## src/hw/cdmp_regs.svh

```systemverilog
/*
  Register map, field positions, encodings and reset values of the data memory port.
  Assumes it is included by bare name from the package and the design file.
*/
// Overview of operation
// - Drive 32-bit address, changing in access cycle.
// - Address group floats when enable low, unless split.
// - Write bus floats when enable low, unless split.
// - Memory abort input is taken for the access.
// - Write data valid across the whole access cycle.
// - Split low: drive writes only; high: always.
// - Flag write transfer on the write bus.
// - Lock marks next access; memory holds others off.
// - Size code: word 10, half 01, byte 00.
// - Burst hint when a sequential access follows.
// - Output 5-bit mode of the access.
// - Request low one cycle before each access.
// - Direction low read, high write, one ahead.
// - Privilege low user, high privileged access.
// - Sequential high when access continues previous one.
`ifndef CDMP_REGS_SVH
`define CDMP_REGS_SVH

`define CDMP_REG_ADDR 8'h00
`define CDMP_REG_WDATA 8'h04
`define CDMP_REG_CTRL 8'h08
`define CDMP_REG_PUSH 8'h0c
`define CDMP_REG_STATUS 8'h10
`define CDMP_REG_RDATA 8'h14

`define CDMP_CTRL_W 12
`define CDMP_CTRL_WR 0
`define CDMP_CTRL_SIZE_LO 1
`define CDMP_CTRL_LOCK 3
`define CDMP_CTRL_SEQ 4
`define CDMP_CTRL_BURST 5
`define CDMP_CTRL_PRIV 6
`define CDMP_CTRL_MODE_LO 7
`define CDMP_CTRL_RST 12'h000

`define CDMP_ST_ABORT 0
`define CDMP_ST_SIZEERR 1
`define CDMP_ST_OVFL 2
`define CDMP_ST_RDVALID 3
`define CDMP_ST_HALT 4
`define CDMP_ST_FULL 5
`define CDMP_ST_LEVEL_LO 8

`define CDMP_SIZE_BYTE 2'h0
`define CDMP_SIZE_HALF 2'h1
`define CDMP_SIZE_WORD 2'h2
`define CDMP_SIZE_RSVD 2'h3

`define CDMP_MODE_RST 5'h10
`define CDMP_FIFO_DEPTH 8
`define CDMP_LEVEL_W 4

`endif

```

## src/hw/cdmp_pkg.sv

```systemverilog
/*
  Types shared by the data memory port.
  Assumes cdmp_regs.svh is on the include path.
*/
`include "cdmp_regs.svh"

package cdmp_pkg;

  typedef enum logic [0:0] {CDMP_ISSUE, CDMP_HALT} cdmp_state_e;

  typedef struct packed {
    logic [31:0] addr;
    logic [31:0] wdata;
    logic [`CDMP_CTRL_W-1:0] ctrl;
  } cdmp_cmd_s;

  // The reserved size code must never reach the pins, so it is turned into a word access.
  function automatic logic [`CDMP_CTRL_W-1:0] cdmpFixCtrl(input logic [`CDMP_CTRL_W-1:0] c);
    logic [`CDMP_CTRL_W-1:0] r;
    r = c;
    if (c[`CDMP_CTRL_SIZE_LO +: 2] == `CDMP_SIZE_RSVD) begin
      r[`CDMP_CTRL_SIZE_LO +: 2] = `CDMP_SIZE_WORD;
    end
    return r;
  endfunction : cdmpFixCtrl

endpackage : cdmp_pkg

```

## src/hw/cdmp_data_port.sv

```systemverilog
/*
  Data memory port: command FIFO and the pipelined data memory interface logic.
  Assumes one 20 MHz clock, asynchronous active-high reset, a simple register port
  master, and an outside pad ring that resolves the drivers from the active-low enables.
*/
// Added by the designer: strobed register access and the placing of the registers.
`timescale 1ns/100ps
`default_nettype none
`include "cdmp_regs.svh"

module cdmp_fifo #(
  parameter int WIDTH = 76,
  parameter int DEPTH = `CDMP_FIFO_DEPTH
) (
  input wire logic clk,
  input wire logic rst,
  input wire logic inValid,
  output logic inReady,
  input wire logic [WIDTH-1:0] inData,
  output logic outValid,
  input wire logic outReady,
  output logic [WIDTH-1:0] outData,
  output logic [$clog2(DEPTH+1)-1:0] level
);
  localparam int PW = $clog2(DEPTH);
  localparam int CW = $clog2(DEPTH+1);
  logic [WIDTH-1:0] mem_r [DEPTH];
  logic [PW-1:0] wrPtr_r, wrPtr_nxt, rdPtr_r, rdPtr_nxt;
  logic [CW-1:0] count_r, count_nxt;
  logic doPush, doPop;

  assign inReady = (count_r != CW'(DEPTH));
  assign outValid = (count_r != '0);
  assign outData = mem_r[rdPtr_r];
  assign level = count_r;
  assign doPush = inValid && inReady;
  assign doPop = outValid && outReady;

  always_comb begin
    wrPtr_nxt = wrPtr_r;
    rdPtr_nxt = rdPtr_r;
    count_nxt = count_r;
    if (doPush) begin
      wrPtr_nxt = (wrPtr_r == PW'(DEPTH - 1)) ? '0 : PW'(wrPtr_r + 1'b1);
    end
    if (doPop) begin
      rdPtr_nxt = (rdPtr_r == PW'(DEPTH - 1)) ? '0 : PW'(rdPtr_r + 1'b1);
    end
    if (doPush && !doPop) begin
      count_nxt = CW'(count_r + 1'b1);
    end else if (doPop && !doPush) begin
      count_nxt = CW'(count_r - 1'b1);
    end
  end

  always_ff @(posedge clk or posedge rst) begin
    if (rst) begin
      wrPtr_r <= '0;
      rdPtr_r <= '0;
      count_r <= '0;
    end else begin
      wrPtr_r <= wrPtr_nxt;
      rdPtr_r <= rdPtr_nxt;
      count_r <= count_nxt;
    end
  end

  // Storage carries no reset so it can map onto plain RAM cells.
  always_ff @(posedge clk) begin
    if (doPush) begin
      mem_r[wrPtr_r] <= inData;
    end
  end
endmodule : cdmp_fifo

module cdmp_data_port
  import cdmp_pkg::*;
(
  input wire logic clk,
  input wire logic rst,
  input wire logic [7:0] busAddr,
  input wire logic [31:0] busWdata,
  input wire logic busWr,
  input wire logic busRd,
  output logic [31:0] busRdata,
  output logic cmdSpaceAvail,
  output logic [31:0] dmemAddr,
  output logic addrGroupOeN,
  output logic [1:0] accessSize,
  output logic readNWrite,
  output logic dmemLocked,
  output logic privilegedAccess,
  output logic [4:0] accessMode,
  output logic dmemReqN,
  output logic dmemSequential,
  output logic burstFollows,
  output logic [31:0] writeDataOut,
  output logic writeDataOeN,
  output logic writeDataDriven,
  input wire logic [31:0] readDataIn,
  input wire logic dmemAbort,
  input wire logic addrBusDriveEn,
  input wire logic writeBusDriveEn,
  input wire logic splitBusSelect
);
  localparam int LW = `CDMP_LEVEL_W;

  // Pin synchronisers; stage one is read only by stage two.
  logic abe1_r, abe2_r, ddbe1_r, ddbe2_r, split1_r, split2_r, abt1_r, abt2_r;
  logic [31:0] rdIn1_r, rdIn2_r;

  always_ff @(posedge clk or posedge rst) begin
    if (rst) begin
      abe1_r <= 1'b0;
      abe2_r <= 1'b0;
      ddbe1_r <= 1'b0;
      ddbe2_r <= 1'b0;
      split1_r <= 1'b0;
      split2_r <= 1'b0;
      abt1_r <= 1'b0;
      abt2_r <= 1'b0;
      rdIn1_r <= '0;
      rdIn2_r <= '0;
    end else begin
      abe1_r <= addrBusDriveEn;
      abe2_r <= abe1_r;
      ddbe1_r <= writeBusDriveEn;
      ddbe2_r <= ddbe1_r;
      split1_r <= splitBusSelect;
      split2_r <= split1_r;
      abt1_r <= dmemAbort;
      abt2_r <= abt1_r;
      rdIn1_r <= readDataIn;
      rdIn2_r <= rdIn1_r;
    end
  end

  logic [31:0] addrReg_r, addrReg_nxt, wdataReg_r, wdataReg_nxt;
  logic [`CDMP_CTRL_W-1:0] ctrlReg_r, ctrlReg_nxt;
  logic [31:0] busRdata_r, busRdata_nxt, rdLast_r, rdLast_nxt;
  logic abortFlag_r, abortFlag_nxt, sizeErr_r, sizeErr_nxt, ovfl_r, ovfl_nxt;
  logic rdValid_r, rdValid_nxt, spaceAvail_r;
  cdmp_state_e state_r, state_nxt;

  logic pushValid, pushReady, popValid, popReady, doPop;
  cdmp_cmd_s pushCmd, popCmd;
  logic [LW-1:0] level;

  logic [31:0] curAddr_r, curAddr_nxt, curWdata_r, curWdata_nxt;
  logic [31:0] dmemAddr_r, dmemAddr_nxt, wdOut_r, wdOut_nxt;
  logic [1:0] size_r, size_nxt;
  logic [4:0] mode_r, mode_nxt;
  logic reqN_r, reqN_nxt, rnw_r, rnw_nxt, lock_r, lock_nxt, priv_r, priv_nxt;
  logic seq_r, seq_nxt, burst_r, burst_nxt;
  logic acc_r, acc_nxt, wrDrv_r, wrDrv_nxt, aOeN_r, aOeN_nxt, wOeN_r, wOeN_nxt;
  logic tagS1_r, tagS1_nxt, tagS2_r, tagS2_nxt, rdS1_r, rdS1_nxt, rdS2_r, rdS2_nxt;

  assign pushValid = busWr && (busAddr == `CDMP_REG_PUSH);
  assign pushCmd = '{addr: addrReg_r, wdata: wdataReg_r, ctrl: cdmpFixCtrl(ctrlReg_r)};
  assign popReady = (state_r == CDMP_ISSUE);
  assign doPop = popValid && popReady;

  cdmp_fifo #(.WIDTH($bits(cdmp_cmd_s)), .DEPTH(`CDMP_FIFO_DEPTH)) cmdFifo (
    .clk(clk),
    .rst(rst),
    .inValid(pushValid),
    .inReady(pushReady),
    .inData(pushCmd),
    .outValid(popValid),
    .outReady(popReady),
    .outData(popCmd),
    .level(level)
  );

  // Register port and status.
  always_comb begin
    addrReg_nxt = addrReg_r;
    wdataReg_nxt = wdataReg_r;
    ctrlReg_nxt = ctrlReg_r;
    abortFlag_nxt = abortFlag_r;
    sizeErr_nxt = sizeErr_r;
    ovfl_nxt = ovfl_r;
    rdValid_nxt = rdValid_r;
    rdLast_nxt = rdLast_r;
    busRdata_nxt = '0;
    if (busWr) begin
      unique case (busAddr)
        `CDMP_REG_ADDR: addrReg_nxt = busWdata;
        `CDMP_REG_WDATA: wdataReg_nxt = busWdata;
        `CDMP_REG_CTRL: ctrlReg_nxt = busWdata[`CDMP_CTRL_W-1:0];
        `CDMP_REG_STATUS: begin
          abortFlag_nxt = abortFlag_r && !busWdata[`CDMP_ST_ABORT];
          sizeErr_nxt = sizeErr_r && !busWdata[`CDMP_ST_SIZEERR];
          ovfl_nxt = ovfl_r && !busWdata[`CDMP_ST_OVFL];
          rdValid_nxt = rdValid_r && !busWdata[`CDMP_ST_RDVALID];
        end
        default: ;
      endcase
    end
    // Hardware sets come last so an event in the clearing cycle is kept.
    if (pushValid && (ctrlReg_r[`CDMP_CTRL_SIZE_LO +: 2] == `CDMP_SIZE_RSVD)) begin
      sizeErr_nxt = 1'b1;
    end
    if (pushValid && !pushReady) begin
      ovfl_nxt = 1'b1;
    end
    if (tagS2_r && abt2_r) begin
      abortFlag_nxt = 1'b1;
    end else if (tagS2_r && rdS2_r) begin
      rdLast_nxt = rdIn2_r;
      rdValid_nxt = 1'b1;
    end
    if (busRd) begin
      unique case (busAddr)
        `CDMP_REG_ADDR: busRdata_nxt = addrReg_r;
        `CDMP_REG_WDATA: busRdata_nxt = wdataReg_r;
        `CDMP_REG_CTRL: busRdata_nxt = 32'(ctrlReg_r);
        `CDMP_REG_STATUS: begin
          busRdata_nxt[`CDMP_ST_ABORT] = abortFlag_r;
          busRdata_nxt[`CDMP_ST_SIZEERR] = sizeErr_r;
          busRdata_nxt[`CDMP_ST_OVFL] = ovfl_r;
          busRdata_nxt[`CDMP_ST_RDVALID] = rdValid_r;
          busRdata_nxt[`CDMP_ST_HALT] = (state_r == CDMP_HALT);
          busRdata_nxt[`CDMP_ST_FULL] = !pushReady;
          busRdata_nxt[`CDMP_ST_LEVEL_LO +: LW] = level;
        end
        `CDMP_REG_RDATA: busRdata_nxt = rdLast_r;
        default: busRdata_nxt = '0;
      endcase
    end
  end

  // Issue pipeline: attributes one cycle ahead, then address and write data.
  always_comb begin
    state_nxt = state_r;
    curAddr_nxt = curAddr_r;
    curWdata_nxt = curWdata_r;
    size_nxt = size_r;
    mode_nxt = mode_r;
    rnw_nxt = rnw_r;
    priv_nxt = priv_r;
    reqN_nxt = 1'b1;
    lock_nxt = 1'b0;
    seq_nxt = 1'b0;
    burst_nxt = 1'b0;
    if (doPop) begin
      reqN_nxt = 1'b0;
      curAddr_nxt = popCmd.addr;
      curWdata_nxt = popCmd.wdata;
      rnw_nxt = popCmd.ctrl[`CDMP_CTRL_WR];
      size_nxt = popCmd.ctrl[`CDMP_CTRL_SIZE_LO +: 2];
      lock_nxt = popCmd.ctrl[`CDMP_CTRL_LOCK];
      seq_nxt = popCmd.ctrl[`CDMP_CTRL_SEQ];
      burst_nxt = popCmd.ctrl[`CDMP_CTRL_BURST];
      priv_nxt = popCmd.ctrl[`CDMP_CTRL_PRIV];
      mode_nxt = popCmd.ctrl[`CDMP_CTRL_MODE_LO +: 5];
    end
    acc_nxt = !reqN_r;
    dmemAddr_nxt = !reqN_r ? curAddr_r : dmemAddr_r;
    wrDrv_nxt = !reqN_r && rnw_r;
    wdOut_nxt = wrDrv_nxt ? curWdata_r : wdOut_r;
    aOeN_nxt = split2_r ? 1'b0 : !abe2_r;
    wOeN_nxt = split2_r ? 1'b0 : !(wrDrv_nxt && ddbe2_r);
    tagS1_nxt = acc_r;
    rdS1_nxt = acc_r && !wrDrv_r;
    tagS2_nxt = tagS1_r;
    rdS2_nxt = rdS1_r;
    // Issue stops after an abort until software has seen and cleared it.
    unique case (state_r)
      CDMP_ISSUE: if (tagS2_r && abt2_r) state_nxt = CDMP_HALT;
      CDMP_HALT: if (!abortFlag_r) state_nxt = CDMP_ISSUE;
    endcase
  end

  always_ff @(posedge clk or posedge rst) begin
    if (rst) begin
      addrReg_r <= '0;
      wdataReg_r <= '0;
      ctrlReg_r <= `CDMP_CTRL_RST;
      abortFlag_r <= 1'b0;
      sizeErr_r <= 1'b0;
      ovfl_r <= 1'b0;
      rdValid_r <= 1'b0;
      rdLast_r <= '0;
      busRdata_r <= '0;
      spaceAvail_r <= 1'b0;
      state_r <= CDMP_ISSUE;
      curAddr_r <= '0;
      curWdata_r <= '0;
      size_r <= `CDMP_SIZE_WORD;
      mode_r <= `CDMP_MODE_RST;
      rnw_r <= 1'b0;
      priv_r <= 1'b0;
      reqN_r <= 1'b1;
      lock_r <= 1'b0;
      seq_r <= 1'b0;
      burst_r <= 1'b0;
      acc_r <= 1'b0;
      dmemAddr_r <= '0;
      wrDrv_r <= 1'b0;
      wdOut_r <= '0;
      aOeN_r <= 1'b1;
      wOeN_r <= 1'b1;
      tagS1_r <= 1'b0;
      rdS1_r <= 1'b0;
      tagS2_r <= 1'b0;
      rdS2_r <= 1'b0;
    end else begin
      addrReg_r <= addrReg_nxt;
      wdataReg_r <= wdataReg_nxt;
      ctrlReg_r <= ctrlReg_nxt;
      abortFlag_r <= abortFlag_nxt;
      sizeErr_r <= sizeErr_nxt;
      ovfl_r <= ovfl_nxt;
      rdValid_r <= rdValid_nxt;
      rdLast_r <= rdLast_nxt;
      busRdata_r <= busRdata_nxt;
      spaceAvail_r <= pushReady;
      state_r <= state_nxt;
      curAddr_r <= curAddr_nxt;
      curWdata_r <= curWdata_nxt;
      size_r <= size_nxt;
      mode_r <= mode_nxt;
      rnw_r <= rnw_nxt;
      priv_r <= priv_nxt;
      reqN_r <= reqN_nxt;
      lock_r <= lock_nxt;
      seq_r <= seq_nxt;
      burst_r <= burst_nxt;
      acc_r <= acc_nxt;
      dmemAddr_r <= dmemAddr_nxt;
      wrDrv_r <= wrDrv_nxt;
      wdOut_r <= wdOut_nxt;
      aOeN_r <= aOeN_nxt;
      wOeN_r <= wOeN_nxt;
      tagS1_r <= tagS1_nxt;
      rdS1_r <= rdS1_nxt;
      tagS2_r <= tagS2_nxt;
      rdS2_r <= rdS2_nxt;
    end
  end

  assign busRdata = busRdata_r;
  assign cmdSpaceAvail = spaceAvail_r;
  assign dmemAddr = dmemAddr_r;
  assign addrGroupOeN = aOeN_r;
  assign accessSize = size_r;
  assign readNWrite = rnw_r;
  assign dmemLocked = lock_r;
  assign privilegedAccess = priv_r;
  assign accessMode = mode_r;
  assign dmemReqN = reqN_r;
  assign dmemSequential = seq_r;
  assign burstFollows = burst_r;
  assign writeDataOut = wdOut_r;
  assign writeDataOeN = wOeN_r;
  assign writeDataDriven = wrDrv_r;

  property p_addrAfterReq;
    @(posedge clk) disable iff (rst) !dmemReqN |=> dmemAddr == $past(curAddr_r);
  endproperty
  a_addrAfterReq: assert property (p_addrAfterReq) else $error("address late");
  property p_addrOeSplit;
    @(posedge clk) disable iff (rst) split2_r || abe2_r |=> !addrGroupOeN;
  endproperty
  a_addrOeSplit: assert property (p_addrOeSplit) else $error("address group floated");
  property p_wrOeFloat;
    @(posedge clk) disable iff (rst) !split2_r && !ddbe2_r |=> writeDataOeN;
  endproperty
  a_wrOeFloat: assert property (p_wrOeFloat) else $error("write bus not floated");
  property p_abortHalts;
    @(posedge clk) disable iff (rst) tagS2_r && abt2_r |=> abortFlag_r ##1 dmemReqN [*2];
  endproperty
  a_abortHalts: assert property (p_abortHalts) else $error("abort did not stop issue");
  property p_wrData;
    @(posedge clk) disable iff (rst)
      !dmemReqN && readNWrite |=> writeDataDriven && writeDataOut == $past(curWdata_r);
  endproperty
  a_wrData: assert property (p_wrData) else $error("write data not presented");
  property p_splitDrive;
    @(posedge clk) disable iff (rst) split2_r |=> !writeDataOeN;
  endproperty
  a_splitDrive: assert property (p_splitDrive) else $error("split bus floated");
  property p_noReservedSize;
    @(posedge clk) disable iff (rst) accessSize != `CDMP_SIZE_RSVD;
  endproperty
  a_noReservedSize: assert property (p_noReservedSize) else $error("reserved size code");
  property p_readNoDrive;
    @(posedge clk) disable iff (rst) !dmemReqN && !readNWrite |=> !writeDataDriven;
  endproperty
  a_readNoDrive: assert property (p_readNoDrive) else $error("read flagged as write");
  property p_attrIdle;
    @(posedge clk) disable iff (rst) dmemReqN |-> !dmemLocked && !dmemSequential && !burstFollows;
  endproperty
  a_attrIdle: assert property (p_attrIdle) else $error("stray attribute");

endmodule : cdmp_data_port
`default_nettype wire

```

## config.mk

```make
export PLATFORM = sky130hd
export DESIGN_NAME = cdmp_data_port
export DESIGN_NICKNAME = d
export VERILOG_FILES = /design/src/hw/cdmp_pkg.sv /design/src/hw/cdmp_data_port.sv
export VERILOG_INCLUDE_DIRS = /design/src /design/src/hw
export SDC_FILE = /design/constraint.sdc
export NUM_CORES = 1
export LEC_CHECK = 0
export BUFFER_PORTS_ARGS = -buffer_cell sky130_fd_sc_hd__buf_2
export CAP_MARGIN = 5
export CORE_ASPECT_RATIO = 1.25
export CORE_UTILIZATION = 55
export DETAILED_ROUTE_END_ITERATION = 8
export GPL_ROUTABILITY_DRIVEN = 0
export PLACE_DENSITY = 0.76
export SETUP_SLACK_MARGIN = 0.5
export SKIP_CTS_REPAIR_TIMING = 1
export SYNTH_ARGS = -nofsm -noshare
export SYNTH_HDL_FRONTEND = slang
export SYNTH_HIERARCHICAL = 1
export SYNTH_SLANG_ARGS = --single-unit
export TNS_END_PERCENT = 1
```

## constraint.sdc

```tcl
create_clock -name clk -period 11.2 [get_ports clk]
set_clock_uncertainty 0.1 [all_clocks]
set_input_delay 0.56 -clock clk [delete_from_list [all_inputs] [get_ports clk]]
set_output_delay 0.56 -clock clk [all_outputs]
set_load 0.01 [all_outputs]
```

==> impl_metrics.tcl, run 1 <==
set metrics [dict create \
    status "finished, violations left" \
    violations "DRC" \
    worst_path_dominant_cell_family "simple AND/OR/NAND/NOR gates" \
    ys.flop_type "edfxtp_1" \
    grt.busiest_layer "met2" \
    synth-warning-count 6 \
    grt_usage 0.2369 \
    drive_above_1_share 0.4223 \
    synth_seq_area_share 0.7473 \
    core-area_sq_um 66710 \
    synth_most_common_cell "edfxtp_1" \
    cp_slowest_cell "buf_4" \
    startpoint_type "input pin" \
    cts_made_buffers 91 \
    syn-num-nets 1833 \
    vias 17589 \
    drt-wirelength-per-cell_um 26.66 \
    dr.first_iter.drc_count 1263 \
    fin_crit_ns 3.537 \
    tightestPinTransition_ns 1.173 \
    finalMaxSlewViolations 0 \
    hold_path_class "in -> reg" \
    tns_ns 0 \
    synth_cells 1745 \
    path_class "in -> reg" \
    dp_cells 2746 \
    rsz0062_at_grt "no" \
    via_per_inst 5.952 \
    grt_max_degree 164 \
    grt.met2_usage 0.3972 \
    fp.dieH_um 292.2 \
    cp_max_fo 64 \
    antenna_found_initial 3 \
    final_antenna_net_count 0 \
    clkLatencyLatePin_ns 0.65 \
    setup_violations 0 \
    io_buffers 192 \
    gr-total-overflow 0 \
    worstPathRequired_ns 11.36 \
    nets 2100 \
    slowest_delay_ns 0.92 \
    firstDrtPassIters 7 \
    cp-end-kind "register" \
    grt_pass1_vias 18943 \
    routed_wl_mm 78.79 \
    worst_ep_arrival_time_ns 3.69 \
    yosys-top-cells-count "608 x edfxtp_1, 372 x dfrtp_1, 258 x mux2_2" \
    synth_seq_cells 985 \
    async_flop_share 0.3827 \
    drv_cap 0 \
    drc 8 \
    synth-edff-count 608 \
    grt_pass1_wl_mm 118.3 \
    cts_tree "done" \
    gr-usage-met3 0.03310 \
    clk_pin_slew_ns 0.06 \
    slew_headroom 0.2182 \
    area_growth_pct 14.94 \
    syn-cell-area_sq_um 37060 \
    dieArea_sq_um 68430 \
    path_buf_inv 2 \
    clock-sinks 985 \
    peakVddDrop_mv 0.2116 \
    synth_area_per_cell_sq_um 21.24 \
    antennaDiodeCount 0 \
    pin_count 193 \
    post-route-period-util 0.3158 \
    ys_types 50 \
    dp_hpwl_mm 45.37 \
    netlist.area_leader.share 0.4926 \
    start_util 0.5556 \
    final_cells 2955 \
    rows 106 \
    cp_cell_sequence "buf_2 > or4_4 > nor3_4 > and4_1 > nand3_1 > nor2_4 > buf_4" \
    power_density_nw_per_um2 238.0 \
    synth_area_leaders "edfxtp_1 49%, dfrtp_1 25%, mux4_2 9.8%, mux2_2 7.8%, mux2_4 2.3%" \
    clk_path_buf_depth 3 \
    htree_levels 3 \
    grt_util_met1 0.3175 \
    root_buffer "clkbuf_16" \
    leakage_nw 16.29 \
    hold_viol 0 \
    die_w_um 234.2 \
    fmax_mhz 282.7 \
    synth.largest_area_cell "edfxtp_1" \
]
cells by family after synthesis:
group,Yosys count,synth area share
AOI/OAI and AO/OA,49,0.01003
xor gates and xnor gates,2,0.0004727
adders and majority gates,8,0.002903
buffers and inverters,96,0.01499
DFF,985,0.7473
muxes,511,0.2102
and+or+nand+nor,94,0.01404
worst register-to-register path: stages (launching register included):
cell     delay, ns
dfrtp_4       1.20
buf_4         1.04
mux4_2        0.44
mux2_2        0.33
mux2_2        0.28
cell type report:
class | count | area (sq um)
Sequential cell | 985 | 27710
Fill cell | 4296 | 24110
Multi-Input combinational cell | 664 | 8894
Clock buffer | 126 | 2645
Timing Repair Buffer | 262 | 1604
Tap cell | 864 | 1081
Clock inverter | 46 | 633.1
Inverter | 8 | 33.78
placed cells by master, fill, tap and decap left out, drive strengths merged, types with 2 or more instances in the layout:
cell type	instances
edfxtp	608
dfrtp	372
mux2	348
buf	225
mux4	162
clkbuf	126
dlygate4sd3	37
nor2	37
a22oi	32
clkinv	25
bufinv	12
inv	11
nand2	8
ha	7
nor3	7
clkinvlp	6
dfstp	5
nor2b	5
nor4	5
o21ai	4
nand2b	4
nand4	4
nand4b	4
nand3b	3
and2	3
or3	3
or4	3
and4	2
or2	2
a21boi	2
a21oi	2
a22o	2
xnor2	2
nand3	2
a21o	2
flip-flops by register name (all words and copies together) (netlist names), 12 cells and up:
register	count
writeDataOut	32
rdIn2_r	32
cmdFifo/mem_r	608
busRdata	32
rdLast_r	32
curWdata_r	32
ctrlReg_r	12
wdataReg_r	32
curAddr_r	32
rdIn1_r	32
dmemAddr	32
addrReg_r	32
power by group:
group / internal [W] / switching [W] / total [W]
combinational: 0.00129 / 0.000905 / 0.00220
clock: 0.00195 / 0.00134 / 0.00328
sequential: 0.00425 / 0.000404 / 0.00466
metal layers:
metal,share of wire,vias up
met5,0.00038,-
met3,0.053,137
li1,-,7436
met2,0.52,623
met4,0.031,6
met1,0.40,9387
through the flow:
step           instance area, sq um  hold slack [ns]    util  total power [W]  setup WS, ns
4_1_cts                       42230          -0.1272  0.6330          0.01022         7.633
3_3_place_gp                  38950           0.2313  0.5839         0.006867         7.034
6_report                      42600          0.04616  0.6386          0.01014         7.663
2_1_floorplan                 37070           0.2312       -         0.006299         1.509
5_1_grt                       42600          0.04301  0.6386          0.01053         7.568
3_5_place_dp                  38950           0.2347  0.5839         0.006925         6.997
final timing paths:
path                                                  end  slack (ns)  cells past startpoint                           start
setup / recovery            cmdFifo/mem_r[3][1]$_DFFE_PP_        7.66                      7                      busAddr[7]
setup reg to reg                accessMode[1]$_DFFE_PP0P_        7.69                      4  cmdFifo/rdPtr_r[1]$_DFFE_PP0P_
min in group asynchronous  cmdFifo/wrPtr_r[1]$_DFFE_PP0P_        0.45                      3                             rst
max in group asynchronous            dmemLocked$_DFF_PP0_        8.23                      5                             rst
hold / removal                  addrReg_r[15]$_DFFE_PP0P_        0.05                      2                    busWdata[15]
hold reg to reg                     rdIn2_r[15]$_DFF_PP0_        0.24                      0           rdIn1_r[15]$_DFF_PP0_
No activity file was read; power rests on OpenSTA's default activity.
==> inputs of run 2 (changes only) <==
--- a/config.mk
+++ b/config.mk
@@ -9,10 +9,10 @@
 export BUFFER_PORTS_ARGS = -buffer_cell sky130_fd_sc_hd__buf_2
 export CAP_MARGIN = 5
 export CORE_ASPECT_RATIO = 1.25
-export CORE_UTILIZATION = 55
+export CORE_UTILIZATION = 61
 export DETAILED_ROUTE_END_ITERATION = 8
 export GPL_ROUTABILITY_DRIVEN = 0
-export PLACE_DENSITY = 0.76
+export PLACE_DENSITY = 0.79
 export SETUP_SLACK_MARGIN = 0.5
 export SKIP_CTS_REPAIR_TIMING = 1
 export SYNTH_ARGS = -nofsm -noshare
==> constraint.sdc (replaced) <==
create_clock -name clk -period 3.35 [get_ports clk]
set_clock_uncertainty 0.1 [all_clocks]
set_input_delay 0.1675 -clock clk [delete_from_list [all_inputs] [get_ports clk]]
set_output_delay 0.1675 -clock clk [all_outputs]
set_load 0.01 [all_outputs]
==> impl_metrics.tcl, run 2 (synthesis results as in run 1) <==
set metrics [dict create \
    via_per_inst 6.209 \
    startpoint_type "register" \
    antenna_found_initial 5 \
    power_density_nw_per_um2 782.7 \
    final_antenna_net_count 0 \
    cp_slowest_cell "or4b_4" \
    drc 0 \
    worst_r2r_endpoint "cmdFifo/level[3]$_DFFE_PP0P_" \
    rsz0062_at_grt "no" \
    drt-wirelength-per-cell_um 27.93 \
    grt_pass1_vias 18981 \
    wl_met2_mm 42.65 \
    grt_max_degree 162 \
    hold_path_class "in -> async" \
    seqPwrFrac 0.453 \
    leakage_nw 16.51 \
    wl_met1_mm 30.58 \
    clk_pin_slew_ns 0.06 \
    largest_reg_flops 608 \
    clkLatencyLatePin_ns 0.64 \
    tns_ns 0 \
    status "complete, no violations" \
    power_frac_comb 0.237 \
    post-route-period-util 0.8152 \
    grt_usage 0.2673 \
    final_cell_mix "608 x edfxtp_1, 367 x dfrtp_1, 258 x mux2_2" \
    dieArea_sq_um 61750 \
    firstDrtPassIters 5 \
    path_buf_inv 2 \
    largest_register "cmdFifo/mem_r" \
    dr.first_iter.drc_count 1445 \
    swShare 0.2657 \
    routed_wl_mm 81.44 \
    fp.dieH_um 277.6 \
    rows 100 \
    hold_viol 0 \
    drv_cap 0 \
    peakVddDrop_mv 0.6099 \
    dp_hpwl_mm 46.07 \
    fmax_mhz 366.2 \
    fin_crit_ns 2.731 \
    top_layer_used "met5" \
    wl_met3_mm 5.372 \
    start_util 0.6197 \
    p_clk_frac 0.310 \
    cp_cell_sequence "or4b_4 > nand2_2 > inv_1 > ha_2 > inv_2 > ha_2 > or4_1 > nand3_1 > o221ai_1" \
    power_w 0.03376 \
    clock-sinks 985 \
    finalMaxSlewViolations 0 \
    power.switching_w 0.008969 \
    path_class "reg -> reg" \
    root_buffer "clkbuf_16" \
    setup_violations 0 \
    grt_pass1_wl_mm 120.0 \
    area_growth_pct 16.37 \
    cp-end-kind "register" \
    worst-r2r-cell-count 9 \
    slowest_delay_ns 0.56 \
    holdWs_ns 0.03797 \
    die_w_um 222.5 \
    clk_path_buf_depth 3 \
    htree_levels 3 \
    worstPathRequired_ns 3.76 \
    cpMostUsedCell "ha_2" \
    gr-total-overflow 0 \
    worst_path_dominant_cell_family "simple AND/OR/NAND/NOR gates" \
    tightestPinTransition_ns 0.9582 \
    slew_headroom 0.3612 \
    cts_tree "done" \
    layout_commonest_cell "edfxtp_1" \
    pin_count 193 \
    core-area_sq_um 59810 \
    cts_made_buffers 91 \
    nets 2158 \
    worst_ep_arrival_time_ns 3.14 \
    vias 18104 \
    internal-power_w 0.02479 \
    nFillCells 3339 \
    cp_max_fo 7 \
    drive_above_1_share 0.4188 \
    r2r-start "cmdFifo/level[1]$_DFFE_PP0P_" \
    reg2reg_setup_slack_ns 0.62 \
    io_buffers 192 \
]
run 2: how the worst max path moves through the flow:
stage                            startpoint  depth (start not counted)                            to  slack, ns
6_report       cmdFifo/level[1]$_DFFE_PP0P_                          9  cmdFifo/level[3]$_DFFE_PP0P_       0.62
5_1_grt        cmdFifo/level[1]$_DFFE_PP0P_                          9  cmdFifo/level[3]$_DFFE_PP0P_       0.53
4_1_cts        cmdFifo/level[0]$_DFFE_PP0P_                          9  cmdFifo/level[3]$_DFFE_PP0P_       0.39
3_5_place_dp                     busAddr[7]                         12  cmdFifo/level[3]$_DFFE_PP0P_       0.14
3_3_place_gp                     busAddr[7]                         12  cmdFifo/level[3]$_DFFE_PP0P_       0.25
2_1_floorplan                           rst                          1              abe1_r$_DFF_PP0_      -1.84
run 2: cell type report:
class,count,area [sq um],share of cell area
antenna,2,5.005,0.0001160
multi-input combinational,664,8927,0.2070
timing repair buffer,320,2437,0.05651
clock buffer,126,2576,0.05973
tap,765,957.2,0.02219
sequential,985,27710,0.6425
clock inverter,46,480.5,0.01114
inverter,8,33.78,0.0007833
run 2: worst reg2reg max path: stages, from the launching register on:
cell      delay (ns)
dfrtp_2         0.45
or4b_4          0.56
nand2_2         0.10
inv_1           0.05
ha_2            0.20
inv_2           0.10
ha_2            0.31
or4_1           0.50
nand3_1         0.10
o221ai_1        0.12
run 2: power groups by stage:
stage | combinational, W | clock [W] | sequential, W
after global placement | 0.00762 | 0 | 0.0155
after detailed placement | 0.00782 | 0 | 0.0156
after global routing | 0.00846 | 0.0110 | 0.0155
final | 0.00799 | 0.0105 | 0.0153
after floorplan | 0.00583 | 0 | 0.0152
after CTS | 0.00796 | 0.0106 | 0.0153
run 2: per-stage QoR:
stage | instances | cell area (sq um) | setup slack (ns) | util
after global routing | 2915 | 43130 | 0.5262 | 0.7211
final | 2916 | 43130 | 0.6192 | 0.7211
after detailed placement | 2666 | 39310 | 0.1357 | 0.6572
after floorplan | 1745 | 37100 | -1.838 | -
after global placement | 2666 | 39310 | 0.2483 | 0.6572
after CTS | 2838 | 42360 | 0.3896 | 0.7083
run 2: routing by layer:
metal	global-route usage	vias to the layer above
met2	0.4604	753
met5	0	-
li1	-	7563
met1	0.3455	9632
met3	0.04322	154
met4	0.09920	2
